===== src/dti_pkg.sv =====
package dti_pkg;

   // ==========================================================
   // register map, byte addresses
   localparam logic [7:0]  ADDR_CTRL     = 8'h00;
   localparam logic [7:0]  ADDR_FMIN     = 8'h04;
   localparam logic [7:0]  ADDR_FMAX     = 8'h08;
   localparam logic [7:0]  ADDR_FFIX1    = 8'h0C;
   localparam logic [7:0]  ADDR_FFIX2    = 8'h10;
   localparam logic [7:0]  ADDR_FFIX3    = 8'h14;
   localparam logic [7:0]  ADDR_FFIX4    = 8'h18;
   localparam logic [7:0]  ADDR_STATUS   = 8'h1C;
   localparam logic [7:0]  ADDR_IRQ_STAT = 8'h20;
   localparam logic [7:0]  ADDR_IRQ_MASK = 8'h24;

   // ==========================================================
   // control register fields
   localparam int          CTRL_CHAN_LSB = 0;
   localparam int          CTRL_MODE_BIT = 4;
   localparam int          CTRL_REF_LSB  = 8;
   localparam int          CTRL_CHAN_W   = 4;
   localparam int          CTRL_REF_W    = 2;

   // ==========================================================
   // status register fields
   localparam int          STAT_RUN_BIT   = 0;
   localparam int          STAT_CCW_BIT   = 1;
   localparam int          STAT_COAST_BIT = 2;
   localparam int          STAT_FAULT_BIT = 3;
   localparam int          STAT_ILOCK_BIT = 4;
   localparam int          STAT_FREQ_LSB  = 16;
   localparam logic [3:0]  CHAN_TERMINAL = 4'h0;

   // ==========================================================
   // frequencies in units of 0.1 Hz
   localparam int          FREQ_W        = 16;
   localparam logic [15:0] FMIN_RST      = 16'h0000;
   localparam logic [15:0] FMAX_RST      = 16'h01F4;
   localparam logic [15:0] FFIX1_RST     = 16'h00C8;
   localparam logic [15:0] FFIX2_RST     = 16'h012C;
   localparam logic [15:0] FFIX3_RST     = 16'h0190;
   localparam logic [15:0] FFIX4_RST     = 16'h01F4;
   localparam int          AREF_W        = 12;

   // ==========================================================
   // timing
   localparam int          CLK_HZ        = 200_000_000;
   localparam int          UPDN_STEP_US  = 1000;
   localparam int          UPDN_STEP_CYC = CLK_HZ / 1_000_000 * UPDN_STEP_US;

   // ==========================================================
   // interrupt events
   localparam int          EV_N          = 4;
   localparam int          EV_FAULT      = 0;
   localparam int          EV_INTERLOCK  = 1;
   localparam int          EV_RUN_START  = 2;
   localparam int          EV_RUN_STOP   = 3;

   // ==========================================================
   // types
   typedef enum logic [0:0] {
      MODE_DIRECTION = 1'b0,
      MODE_START_DIR = 1'b1
   } dti_mode_t;

   typedef enum logic [1:0] {
      REF_ANALOG = 2'b00,
      REF_FIXED  = 2'b01,
      REF_UPDOWN = 2'b10
   } dti_ref_t;

   typedef struct packed {
      logic digital_input_one;
      logic digital_input_two;
      logic digital_input_three;
      logic fixed_freq_one;
      logic fix_sel_bit0;
      logic fix_sel_bit1;
      logic freq_up_input;
      logic freq_down_input;
      logic run_permit_input;
      logic manual_override_input;
   } dti_pins_t;

   localparam int          PINS_W        = $bits(dti_pins_t);

   typedef struct packed {
      logic run;
      logic ccw;
   } dti_fbus_t;

endpackage : dti_pkg


===== src/dti_sync.sv =====
module dti_sync #(
   parameter int W = 1
) (
   // clock and reset
   input  wire logic         clk,
   input  wire logic         rst_b,
   // data
   input  wire logic [W-1:0] async_in,
   output logic      [W-1:0] sync_out
);

   // ==========================================================
   // two flip-flops per bit
   genvar i;
   generate
      for (i = 0; i < W; i++) begin : g_bit
         logic meta_q;
         logic sync_q;
         always_ff @(posedge clk) begin
            if (!rst_b) begin
               meta_q <= 1'b0;
               sync_q <= 1'b0;
            end else begin
               meta_q <= async_in[i];
               sync_q <= meta_q;
            end
         end
         assign sync_out[i] = sync_q;
      end
   endgenerate

endmodule : dti_sync


===== src/dti_decoder.sv =====
// Overview of operation
// - direction mode: input one cw, two ccw
// - direction mode: both inputs high switches drive off
// - fixed one select overrides analog reference
// - analog reference scaled between min and max
// - fault input low switches drive off
// - two select bits pick fixed setpoints one-four
// - up/down inputs trim setpoint within limits
// - start mode: input one starts, preset direction
// - start mode: input two high ccw, low cw
// - permit alone never starts the drive
// - permit removed makes the motor coast
// - manual override ignores fieldbus, uses terminals
// - terminal functions act with channel zero or manual override
module dti_decoder #(
   parameter int UPDN_STEP_CYC = dti_pkg::UPDN_STEP_CYC
) (
   // clock and reset
   input  wire logic                         clk,
   input  wire logic                         rst_b,
   // apb slave
   input  wire logic                         psel,
   input  wire logic                         penable,
   input  wire logic                         pwrite,
   input  wire logic [7:0]                   paddr,
   input  wire logic [31:0]                  pwdata,
   output logic                              pready,
   output logic [31:0]                       prdata,
   output logic                              pslverr,
   // terminal pins
   input  wire dti_pkg::dti_pins_t           pins,
   // analog reference word, same clock
   input  wire logic [dti_pkg::AREF_W-1:0]   analog_ref,
   // fieldbus command, same clock
   input  wire dti_pkg::dti_fbus_t           fbus_cmd,
   input  wire logic [dti_pkg::FREQ_W-1:0]   fbus_freq,
   // drive command
   output logic                              drive_run,
   output logic                              drive_ccw,
   output logic                              drive_coast,
   output logic [dti_pkg::FREQ_W-1:0]        drive_freq,
   // interrupt
   output logic                              irq
);

   localparam int FW = dti_pkg::FREQ_W;
   localparam int AW = dti_pkg::AREF_W;
   localparam int EN = dti_pkg::EV_N;

   // ==========================================================
   // input sampling
   dti_pkg::dti_pins_t pin_s;

   dti_sync #(
      .W        (dti_pkg::PINS_W)
   ) u_sync (
      .clk      (clk),
      .rst_b    (rst_b),
      .async_in (pins),
      .sync_out (pin_s)
   );

   dti_pkg::dti_pins_t pin_q;

   always_ff @(posedge clk) begin
      if (!rst_b) begin
         pin_q <= '0;
      end else begin
         pin_q <= pin_s;
      end
   end

   // ==========================================================
   // registers
   logic [3:0]     chan_q;
   dti_pkg::dti_mode_t mode_q;
   dti_pkg::dti_ref_t  ref_q;
   logic [FW-1:0]  fmin_q;
   logic [FW-1:0]  fmax_q;
   logic [FW-1:0]  ffix_q [4];
   logic [EN-1:0]  istat_q;
   logic [EN-1:0]  imask_q;
   logic [EN-1:0]  ev;
   logic           fault_q;
   logic           ilock_q;

   logic           acc;
   logic           wr;
   logic           hit;
   logic [31:0]    rd;

   assign acc = psel & penable & ~pready;
   assign wr  = psel & penable & pready & pwrite & ~pslverr;

   always_comb begin
      hit = 1'b1;
      rd  = 32'h0000_0000;
      case (paddr)
         dti_pkg::ADDR_CTRL: begin
            rd[dti_pkg::CTRL_CHAN_LSB +: dti_pkg::CTRL_CHAN_W] = chan_q;
            rd[dti_pkg::CTRL_MODE_BIT]                         = mode_q;
            rd[dti_pkg::CTRL_REF_LSB +: dti_pkg::CTRL_REF_W]   = ref_q;
         end
         dti_pkg::ADDR_FMIN:     rd[FW-1:0] = fmin_q;
         dti_pkg::ADDR_FMAX:     rd[FW-1:0] = fmax_q;
         dti_pkg::ADDR_FFIX1:    rd[FW-1:0] = ffix_q[0];
         dti_pkg::ADDR_FFIX2:    rd[FW-1:0] = ffix_q[1];
         dti_pkg::ADDR_FFIX3:    rd[FW-1:0] = ffix_q[2];
         dti_pkg::ADDR_FFIX4:    rd[FW-1:0] = ffix_q[3];
         dti_pkg::ADDR_STATUS: begin
            rd[dti_pkg::STAT_RUN_BIT]        = drive_run;
            rd[dti_pkg::STAT_CCW_BIT]        = drive_ccw;
            rd[dti_pkg::STAT_COAST_BIT]      = drive_coast;
            rd[dti_pkg::STAT_FAULT_BIT]      = fault_q;
            rd[dti_pkg::STAT_ILOCK_BIT]      = ilock_q;
            rd[dti_pkg::STAT_FREQ_LSB +: FW] = drive_freq;
         end
         dti_pkg::ADDR_IRQ_STAT: rd[EN-1:0] = istat_q;
         dti_pkg::ADDR_IRQ_MASK: rd[EN-1:0] = imask_q;
         default: begin
            hit = 1'b0;
         end
      endcase
   end

   // one wait state: answer registered in the first access cycle
   always_ff @(posedge clk) begin
      if (!rst_b) begin
         pready  <= 1'b0;
         prdata  <= 32'h0000_0000;
         pslverr <= 1'b0;
      end else begin
         pready  <= acc;
         pslverr <= acc & ~hit;
         if (acc && !pwrite) begin
            prdata <= rd;
         end
      end
   end

   always_ff @(posedge clk) begin
      if (!rst_b) begin
         chan_q    <= dti_pkg::CHAN_TERMINAL;
         mode_q    <= dti_pkg::MODE_DIRECTION;
         ref_q     <= dti_pkg::REF_ANALOG;
         fmin_q    <= dti_pkg::FMIN_RST;
         fmax_q    <= dti_pkg::FMAX_RST;
         ffix_q[0] <= dti_pkg::FFIX1_RST;
         ffix_q[1] <= dti_pkg::FFIX2_RST;
         ffix_q[2] <= dti_pkg::FFIX3_RST;
         ffix_q[3] <= dti_pkg::FFIX4_RST;
         imask_q   <= '0;
      end else if (wr) begin
         case (paddr)
            dti_pkg::ADDR_CTRL: begin
               chan_q <= pwdata[dti_pkg::CTRL_CHAN_LSB +: dti_pkg::CTRL_CHAN_W];
               mode_q <= dti_pkg::dti_mode_t'(
                            pwdata[dti_pkg::CTRL_MODE_BIT]);
               ref_q  <= dti_pkg::dti_ref_t'(pwdata[dti_pkg::CTRL_REF_LSB
                            +: dti_pkg::CTRL_REF_W]);
            end
            dti_pkg::ADDR_FMIN:     fmin_q    <= pwdata[FW-1:0];
            dti_pkg::ADDR_FMAX:     fmax_q    <= pwdata[FW-1:0];
            dti_pkg::ADDR_FFIX1:    ffix_q[0] <= pwdata[FW-1:0];
            dti_pkg::ADDR_FFIX2:    ffix_q[1] <= pwdata[FW-1:0];
            dti_pkg::ADDR_FFIX3:    ffix_q[2] <= pwdata[FW-1:0];
            dti_pkg::ADDR_FFIX4:    ffix_q[3] <= pwdata[FW-1:0];
            dti_pkg::ADDR_IRQ_MASK: imask_q   <= pwdata[EN-1:0];
            default: begin
            end
         endcase
      end
   end

   // ==========================================================
   // control channel
   logic term;

   // override forces terminal control over the fieldbus
   assign term = (chan_q == dti_pkg::CHAN_TERMINAL)
               | pin_q.manual_override_input;

   // ==========================================================
   // run decode
   logic start_d;
   logic ccw_d;
   logic ilock_d;
   logic fault_d;
   logic run_d;
   logic di1;
   logic di2;

   assign di1 = pin_q.digital_input_one;
   assign di2 = pin_q.digital_input_two;

   always_comb begin
      start_d = 1'b0;
      ccw_d   = 1'b0;
      ilock_d = 1'b0;
      fault_d = 1'b0;
      if (term) begin
         fault_d = ~pin_q.digital_input_three;
         if (mode_q == dti_pkg::MODE_START_DIR) begin
            start_d = di1;
            ccw_d   = di2;
         end else begin
            start_d = di1 ^ di2;
            ccw_d   = di2 & ~di1;
            ilock_d = di1 & di2;
         end
      end else begin
         start_d = fbus_cmd.run;
         ccw_d   = fbus_cmd.ccw;
      end
      // permit must be joined by a start command
      run_d = pin_q.run_permit_input & start_d
            & ~fault_d & ~ilock_d;
   end

   always_ff @(posedge clk) begin
      if (!rst_b) begin
         drive_run   <= 1'b0;
         drive_ccw   <= 1'b0;
         drive_coast <= 1'b1;
         fault_q     <= 1'b0;
         ilock_q     <= 1'b0;
      end else begin
         drive_run   <= run_d;
         if (run_d) begin
            drive_ccw <= ccw_d;
         end
         // permit removal lets the motor run out freely
         drive_coast <= ~pin_q.run_permit_input
                      | fault_d | ilock_d;
         fault_q     <= fault_d;
         ilock_q     <= ilock_d;
      end
   end

   // ==========================================================
   // setpoint
   logic [FW-1:0]    span;
   logic [FW+AW-1:0] prod;
   logic [FW-1:0]    aset;
   logic [1:0]       fsel;
   logic [FW-1:0]    updn_q;
   logic [31:0]      step_cnt_q;
   logic             step;
   logic [FW-1:0]    freq_d;

   assign span = (fmax_q > fmin_q) ? FW'(fmax_q - fmin_q) : '0;
   assign prod = (FW+AW)'(span) * (FW+AW)'(analog_ref);
   assign aset = FW'(fmin_q + FW'(prod >> AW));
   assign fsel = {pin_q.fix_sel_bit1, pin_q.fix_sel_bit0};
   assign step = (step_cnt_q == 32'(UPDN_STEP_CYC - 1));

   always_ff @(posedge clk) begin
      if (!rst_b) begin
         step_cnt_q <= 32'h0000_0000;
      end else if (step) begin
         step_cnt_q <= 32'h0000_0000;
      end else begin
         step_cnt_q <= step_cnt_q + 32'h0000_0001;
      end
   end

   always_ff @(posedge clk) begin
      if (!rst_b) begin
         updn_q <= dti_pkg::FMIN_RST;
      end else if (updn_q < fmin_q) begin
         updn_q <= fmin_q;
      end else if (updn_q > fmax_q) begin
         updn_q <= fmax_q;
      end else if (step && term) begin
         if (pin_q.freq_up_input && !pin_q.freq_down_input
             && updn_q < fmax_q) begin
            updn_q <= updn_q + FW'(1);
         end else if (pin_q.freq_down_input && !pin_q.freq_up_input
                      && updn_q > fmin_q) begin
            updn_q <= updn_q - FW'(1);
         end
      end
   end

   always_comb begin
      if (!term) begin
         freq_d = fbus_freq;
      end else begin
         case (ref_q)
            dti_pkg::REF_FIXED:  freq_d = ffix_q[fsel];
            dti_pkg::REF_UPDOWN: freq_d = updn_q;
            default: begin
               // fixed one select overrides the analog word
               freq_d = pin_q.fixed_freq_one ? ffix_q[0]
                                             : aset;
            end
         endcase
      end
   end

   always_ff @(posedge clk) begin
      if (!rst_b) begin
         drive_freq <= '0;
      end else begin
         drive_freq <= freq_d;
      end
   end

   // ==========================================================
   // interrupts
   assign ev[dti_pkg::EV_FAULT]     = fault_d & ~fault_q;
   assign ev[dti_pkg::EV_INTERLOCK] = ilock_d & ~ilock_q;
   assign ev[dti_pkg::EV_RUN_START] = run_d & ~drive_run;
   assign ev[dti_pkg::EV_RUN_STOP]  = ~run_d & drive_run;

   always_ff @(posedge clk) begin
      if (!rst_b) begin
         istat_q <= '0;
         irq     <= 1'b0;
      end else begin
         // a new event wins over a same-cycle clear
         if (wr && paddr == dti_pkg::ADDR_IRQ_STAT) begin
            istat_q <= (istat_q & ~pwdata[EN-1:0]) | ev;
         end else begin
            istat_q <= istat_q | ev;
         end
         irq <= |(istat_q & imask_q);
      end
   end

endmodule : dti_decoder


===== config.mk =====
export PLATFORM = sky130hd
export DESIGN_NAME = dti_decoder
export DESIGN_NICKNAME = d
export VERILOG_FILES = /design/src/dti_pkg.sv /design/src/dti_sync.sv /design/src/dti_decoder.sv
export SDC_FILE = /design/constraint.sdc
export NUM_CORES = 1
export LEC_CHECK = 0
export BUFFER_PORTS_ARGS = -buffer_cell sky130_fd_sc_hd__buf_2
export CAP_MARGIN = 5
export CELL_PAD_IN_SITES_DETAIL_PLACEMENT = 1
export CELL_PAD_IN_SITES_GLOBAL_PLACEMENT = 1
export CORE_MARGIN = 2
export CORE_UTILIZATION = 42
export CTS_CLUSTER_SIZE = 16
export DETAILED_ROUTE_END_ITERATION = 8
export GPL_TIMING_DRIVEN = 0
export MAX_ROUTING_LAYER = met4
export PLACE_DENSITY = 0.77
export SLEW_MARGIN = 20
export SYNTH_ARGS = -nofsm -noshare
export SYNTH_HDL_FRONTEND = slang
export SYNTH_HIERARCHICAL = 1
export SYNTH_SLANG_ARGS = --single-unit

===== constraint.sdc =====
create_clock -name clk -period 13.09 [get_ports clk]
set_input_delay 1.309 -clock clk [delete_from_list [all_inputs] [get_ports clk]]
set_output_delay 1.309 -clock clk [all_outputs]
set_load 0.02 [all_outputs]

==> results of run 1 <==
-- layer usage --
metal  vias to the layer above  part of all wire  GRT usage
met5                         -                 0          -
met4                         0             0.048     0.1223
met3                       185             0.053    0.03160
met2                       549              0.49     0.5067
met1                      8752              0.41     0.3527
li1                       7773                 -          -
-- final cells by class --
type	instances	area, um^2
antenna	2	5.005
tap	607	759.5
clock buffer	34	763.2
inverter	224	840.8
fill	5420	24410
clock inverter	14	127.6
timing repair buffer	119	640.6
buffer	130	556.8
multi-input combinational	1600	12910
sequential	245	5545
-- stage by stage --
stage	setup slack (ps)	total power, mW	instances	hold slack, ps
after CTS	1136	3.157	2973	449.7
after floorplan	3828	1.892	2199	409.2
after global routing	564.1	3.357	2974	457.3
final	1117	3.165	2975	445.8
after detailed placement	1192	2.376	2925	430.6
after global placement	1189	2.319	2919	417.2
-- registers in the layout (all words and copies together) (netlist names), 6 cells and up, named ones only --
name and count:
fmax_q 16, prdata 32, updn_q 16, step_cnt_q 32, ffix_q 64, pin_q 6, u_sync/g_bit.sync_q 10, fmin_q 16
drive_freq 16, u_sync/g_bit.meta_q 10
-- worst max-delay path: cells and delay by family, from the launching register on --
family                   cells  cell delay, ps
adder cells (fa/ha/maj)     10            3550
buffers and inverters        7             960
AO/OA/AOI/OAI               18            4220
flip-flops                   1             580
AND/OR/NAND/NOR              7            2150
XOR/XNOR                     2             310
-- power groups by stage --
stage | Sequential, mW | Combinational (mW) | Clock [mW]
after floorplan | 0.873 | 1.02 | 0
after global placement | 0.874 | 1.44 | 0
after detailed placement | 0.875 | 1.50 | 0
after CTS | 0.858 | 1.52 | 0.781
after global routing | 0.862 | 1.68 | 0.813
final | 0.861 | 1.53 | 0.774
-- synth_stat cells (all sizes together), types with 19 or more instances --
cell,instances
nand2,299
inv,224
dfxtp,181
ha,147
fa,142
and2,131
nor2,106
clkbuf,104
a21oi,75
edfxtp,64
a21boi,61
nand3,54
o21ai,49
xor2,42
mux2i,36
xnor2,35
nor3,34
o211ai,32
nor2b,27
a21o,26
buf,26
nand4,25
or3,24
a221oi,22
nand2b,19
-- cells by family after synthesis --
group	share of synthesized area
multiplexers	0.04036
AO/OA/AOI/OAI	0.1438
buffers and inverters	0.07056
XOR/XNOR	0.03405
flip-flops	0.2800
AND/OR/NAND/NOR	0.1949
adder cells (fa/ha/maj)	0.2364
-- cells in the final DEF, fill, tap and decap left out, types with 26 or more instances in the layout --
master,count
o21ai_0,43
dfxtp_1,181
a21o_1,26
nor3_1,30
buf_2,118
mux2i_1,36
a21boi_0,55
fa_1,142
ha_1,147
edfxtp_1,64
nand3_1,54
nor2_1,106
a21oi_1,73
clkbuf_1,104
xor2_1,42
xnor2_1,35
clkbuf_16,28
nand2_1,299
nor2b_1,27
and2_1,120
inv_1,224
o211ai_1,32
-- worst min-delay path by stage --
stage | start | to
6_report | u_sync/g_bit[7].meta_q$_SDFF_PN0_ | u_sync/g_bit[7].sync_q$_SDFF_PN0_
5_1_grt | u_sync/g_bit[7].meta_q$_SDFF_PN0_ | u_sync/g_bit[7].sync_q$_SDFF_PN0_
4_1_cts | u_sync/g_bit[3].meta_q$_SDFF_PN0_ | u_sync/g_bit[3].sync_q$_SDFF_PN0_
3_5_place_dp | u_sync/g_bit[5].meta_q$_SDFF_PN0_ | u_sync/g_bit[5].sync_q$_SDFF_PN0_
3_3_place_gp | u_sync/g_bit[5].meta_q$_SDFF_PN0_ | u_sync/g_bit[5].sync_q$_SDFF_PN0_
2_1_floorplan | pin_q[7]$_SDFF_PN0_ | fault_q$_SDFF_PN0_
==> run_results.csv, run 1 <==
group,metric,value,unit
pwr,switching_share,0.4190,
detailed_routing,drtPass1Iterations,5,
setup_path,critPathKind,"register to register",
floorplan,die_h,221.2,um
detailed_routing,ant_nets,0,
clock_network,clk_pin_slew,70,ps
yosys,synthArstFlopShare,0,
yosys,synth_area,19810,um^2
floorplan,die-width,221.2,um
pwr,pwr-share-seq,0.272,
layout,finish.instance_area,22150,um^2
clock_network,clk_latency,560,ps
yosys,ys.flop_type,"dfxtp_1",
layout,fin_util,0.4757,
floorplan,io_pins,139,
yosys,synth_top_cell_area_share,0.1829,
yosys,ys_types,80,
floorplan,coreArea,46560,um^2
grt,grt_max_degree,15,
detailed_routing,drc,0,
yosys,syn-num-nets,2573,
timing,final_hold_viol_count,0,
timing,skew,17.83,ps
placement,gp_congestion,0.9454,
setup_path,reg2reg_slack,1120,ps
setup_path,startpoint_type,"register",
timing,finalWorstPathRequiredPeriod,11970,ps
timing,max_freq,83.52,MHz
yosys,synthCells,2199,
grt,grtUsageTotal,0.2950,
setup_path,cp-endpoint,"drive_freq[12]$_SDFF_PN0_",
job,maxCapViolCount,0,
clock_network,root_buffer,"clkbuf_16",
clock_network,post_cts_buffers,0,
detailed_routing,via_count,17259,
setup_path,critPathLaunch,"fmax_q[0]$_SDFFE_PN0P_",
setup_path,critPathSlowestCell,"nor3_1",
yosys,ys_seq_area_frac,0.2800,
grt,grt-ovfl-total,0,
setup_path,timing.rr.end,"drive_freq[12]$_SDFF_PN0_",
layout,nNetsFinal,2720,
clock_network,cts_hold_buf,0,
timing,relSlewSlack,0.2963,
floorplan,std_cell_rows,79,
placement,placedInstanceArea,21250,um^2
grt,antenna_found_initial,1,
setup_path,crit_arrival,12360,ps
clock_network,clock_sinks,245,
pwr,power_frac_clock,0.245,
pwr,vdd_ir_drop_max,120.9,uV
timing,finalSetupViolations,0,
timing,tns,0,ps
layout,area_delta_synth_final,11.80,%
pwr,combPwrFrac,0.483,
detailed_routing,via_per_inst,5.801,
yosys,synth_top_cell_by_area,"dfxtp_1",
detailed_routing,drt_iter0_drc,1144,
grt,grt_pass1_vias,18742,
setup_path,rr_worst_depth,44,
clock_network,h-tree-depth,1,
pwr,p_int,1.839,mW
pwr,p_per_area,142.9,nW/um^2
pwr,leakagePower,9.587,nW
setup_path,cpPeakStageDelay,590,ps
yosys,ys_ff_latch,245,
timing,final_max_slew_viol_count,0,
yosys,yosysWarnings,6,
setup_path,cp-end-kind,"register",
clock_network,clockBufferDepth,3,
timing,worstMarginPinSlew,1048,ps
setup_path,crit_fanout,10,
setup_path,required,13480,ps
yosys,synth_area_leaders,"dfxtp_1 18%, fa_1 14%, edfxtp_1 9.7%, ha_1 9.3%, nand2_1 5.7%",
timing,rsz0062_at_grt,"no",
grt,grt_pass1_wl,109200,um
floorplan,initial_core_util,0.4255,
timing,fin_crit_sh,0.9147,
yosys,synth_edf_count,64,
placement,io_buffers,113,
clock_network,cts_tree,"yes",
pwr,switching_power,1.326,mW
detailed_routing,routed_wl,71170,um
setup_path,reg2reg_from,"fmax_q[0]$_SDFFE_PN0P_",
worst_hold_path,min_path_type,"register to register",
layout,drive_gt1_frac,0.1074,
placement,hpwl,56620,um
worst_hold_path,holdPathStages,1,
detailed_routing,wl_per_cell,23.92,um
outcome,status,"finished clean",
clock_network,cts_inserted_buffers,26,
floorplan,dieArea,48910,um^2
clock_network,cts_resized,0,
yosys,syn_area_per_cell,9.008,um^2
Note: power is estimated with default switching activity, not from simulation.
==> run 2: changes to the inputs <==
CORE_MARGIN = unset   (was 2)
HOLD_SLACK_MARGIN = 0.1   (was unset)
PLACE_DENSITY = 0.8   (was 0.77)
clock period = 9.8 ns   (was 13.09 ns; I/O delays follow)
==> run 2 against run 1 <==
  * Sequential share of layout area fell by 1.1 points
  * Highest routed layer unchanged
  * Clock power rose by 29%
  * Wire length rose by 2.6%
  * Worst setup slack got worse by 1000 ps
  * Global-route usage rose by 1.3 points
  * Power rose by 43%
  * Non-clock buffer count rose by 48
  * Flip-flop and latch count did not move
  * Maximum frequency rose by 23%
  * Register-to-register slack got worse by 1000 ps
  * Critical path type unchanged
  * Combinational power rose by 56%
  * Critical endpoint is now drive_freq[15]$_SDFF_PN0_
  * Worst hold slack got worse by 4.9 ps
==> run_results.csv, run 2 (synthesis gave the netlist of run 1 again) <==
group,metric,value,unit
outcome,status,"finished clean",
layout,drive_gt1_frac,0.1757,
grt,grt_max_degree,17,
worst_hold_path,min_path_type,"register to register",
clock_network,cts_inserted_buffers,26,
layout,final_cell_mix,"296 x nand2_1, 218 x inv_1, 163 x dfxtp_1",
pwr,p_int,2.609,mW
clock_network,clk_latency,560,ps
pwr,switching_share,0.4249,
pwr,switching_power,1.928,mW
layout,register_area,5590,um^2
grt,grt_pass1_wl,109700,um
worst_hold_path,min-delay-start,"u_sync/g_bit[5].meta_q$_SDFF_PN0_",
grt,grt-ovfl-total,0,
job,maxCapViolCount,0,
setup_path,required,10220,ps
floorplan,std_cell_rows,79,
pwr,vdd_ir_drop_max,133.0,uV
setup_path,critPathSlowestCell,"fa_1",
layout,multi_input_area,13540,um^2
placement,io_buffers,113,
setup_path,reg2reg_from,"fmin_q[3]$_SDFFE_PN0P_",
detailed_routing,routed_wl,73060,um
layout,largest_reg_flops,64,
clock_network,h-tree-depth,1,
timing,tns,0,ps
floorplan,die_h,219.2,um
timing,finalSetupViolations,0,
layout,largestRegisters,"ffix_q x64, prdata x32, step_cnt_q x32",
detailed_routing,via_per_inst,5.898,
layout,area_delta_synth_final,17.67,%
layout,fillers,5365,
setup_path,cpMostUsedCell,"fa_1",
pwr,leakagePower,10.05,nW
timing,finalWorstPathRequiredPeriod,9699,ps
clock_network,clock_sinks,245,
pwr,pwr-share-seq,0.253,
clock_network,root_buffer,"clkbuf_16",
pwr,p_per_area,194.7,nW/um^2
placement,placedInstanceArea,21240,um^2
floorplan,dieArea,48030,um^2
timing,fin_crit_sh,0.9897,
layout,final_common_cell,"nand2_1",
setup_path,cp-end-kind,"register",
grt,grt_pass1_vias,19047,
floorplan,initial_core_util,0.4255,
placement,gp_congestion,0.9558,
pwr,combPwrFrac,0.526,
layout,regMostFlops,"ffix_q",
setup_path,startpoint_type,"register",
clock_network,clockBufferDepth,3,
timing,final_hold_viol_count,0,
layout,nNetsFinal,2769,
detailed_routing,drtPass1Iterations,8,
detailed_routing,drc,0,
grt,antenna_found_initial,1,
detailed_routing,ant_nets,0,
clock_network,clk_pin_slew,60,ps
pwr,power_frac_clock,0.221,
placement,hpwl,56230,um
setup_path,crit_arrival,10120,ps
setup_path,cpPeakStageDelay,560,ps
floorplan,die-width,219.2,um
timing,worstMarginPinSlew,1016,ps
detailed_routing,via_count,17823,
timing,relSlewSlack,0.3174,
floorplan,io_pins,139,
setup_path,critPathKind,"register to register",
timing,max_freq,103.1,MHz
grt,grtUsageTotal,0.3081,
timing,final_max_slew_viol_count,0,
setup_path,crit_fanout,10,
timing,skew,21.36,ps
detailed_routing,drt_iter0_drc,1491,
setup_path,critPathLaunch,"fmin_q[3]$_SDFFE_PN0P_",
floorplan,coreArea,46560,um^2
detailed_routing,wl_per_cell,24.17,um
layout,finish.instance_area,23310,um^2
clock_network,cts_tree,"yes",
## run 2: cell count changes in the layout (fill, tap and decap cells not counted), moves of 10 or more
cell	before	now
a21oi_1	73	60
buf_4	13	61
clkbuf_1	104	90
dfxtp_1	181	163
ha_1	147	131
nor2_1	106	96
o21ai_0	43	33
## run 2: cell type report
class,count,area share
clock inverter,16,0.007300
clock buffer,30,0.02942
timing repair buffer,168,0.04477
buffer,129,0.02866
sequential,245,0.2398
tap,607,0.03258
antenna,2,0.0002147
inverter,224,0.03623
multi-input combinational,1601,0.5810
## run 2: final timing paths
| path | cells past startpoint | end | slack [ps] |
|---|---|---|---|
| worst min register to register | 1 | u_sync/g_bit[5].sync_q$_SDFF_PN0_ | 440 |
| worst max register to register | 41 | drive_freq[15]$_SDFF_PN0_ | 100 |
| worst min-delay path | 1 | u_sync/g_bit[5].sync_q$_SDFF_PN0_ | 440 |
| worst max-delay path | 41 | drive_freq[15]$_SDFF_PN0_ | 100 |
## run 2: critical path, delay by kind of cell (launching register included)
family / cells / cell delay, ps
buffers and inverters: 7 / 770
AND/OR/NAND/NOR: 9 / 1130
flip-flops: 1 / 410
AO/OA/AOI/OAI: 15 / 3280
adder cells (fa/ha/maj): 8 / 3640
XOR/XNOR: 2 / 280
## run 2: timing repair
item                                    in CTS  in global routing
hold buffers                                 0                  0
pin swaps                                   22                 74
cloned                                       1                  1
endpoints found under the setup margin      15                  9
resized for setup                          125                 92
setup buffers                               19                 29
## run 2: power groups by stage
stage,registers [mW],logic [mW],clock network [mW]
floorplan,1.17,1.36,0
global placement,1.17,1.92,0
detailed placement,1.17,2.01,0
CTS,1.15,2.16,1.01
global route,1.15,2.58,1.05
finish,1.15,2.39,1.00
## run 2: routing by layer
metal / GRT usage / routed length, um
met1: 0.3823 / 29560
met2: 0.5066 / 35520
met3: 0.04602 / 4873
met4: 0.1148 / 3100
met5: - / 0
## run 2: through the flow
stage,hold slack (ps),instances,setup slack (ps),utilization,power (mW)
6_report,440.9,3022,100.7,0.5007,4.537
2_1_floorplan,409.2,2199,537.8,-,2.527
3_3_place_gp,415.8,2919,-1851,0.4539,3.085
5_1_grt,462.8,3021,-119.7,0.5006,4.788
4_1_cts,440.4,2990,26.72,0.4871,4.323
3_5_place_dp,431.0,2925,-1917,0.4562,3.178
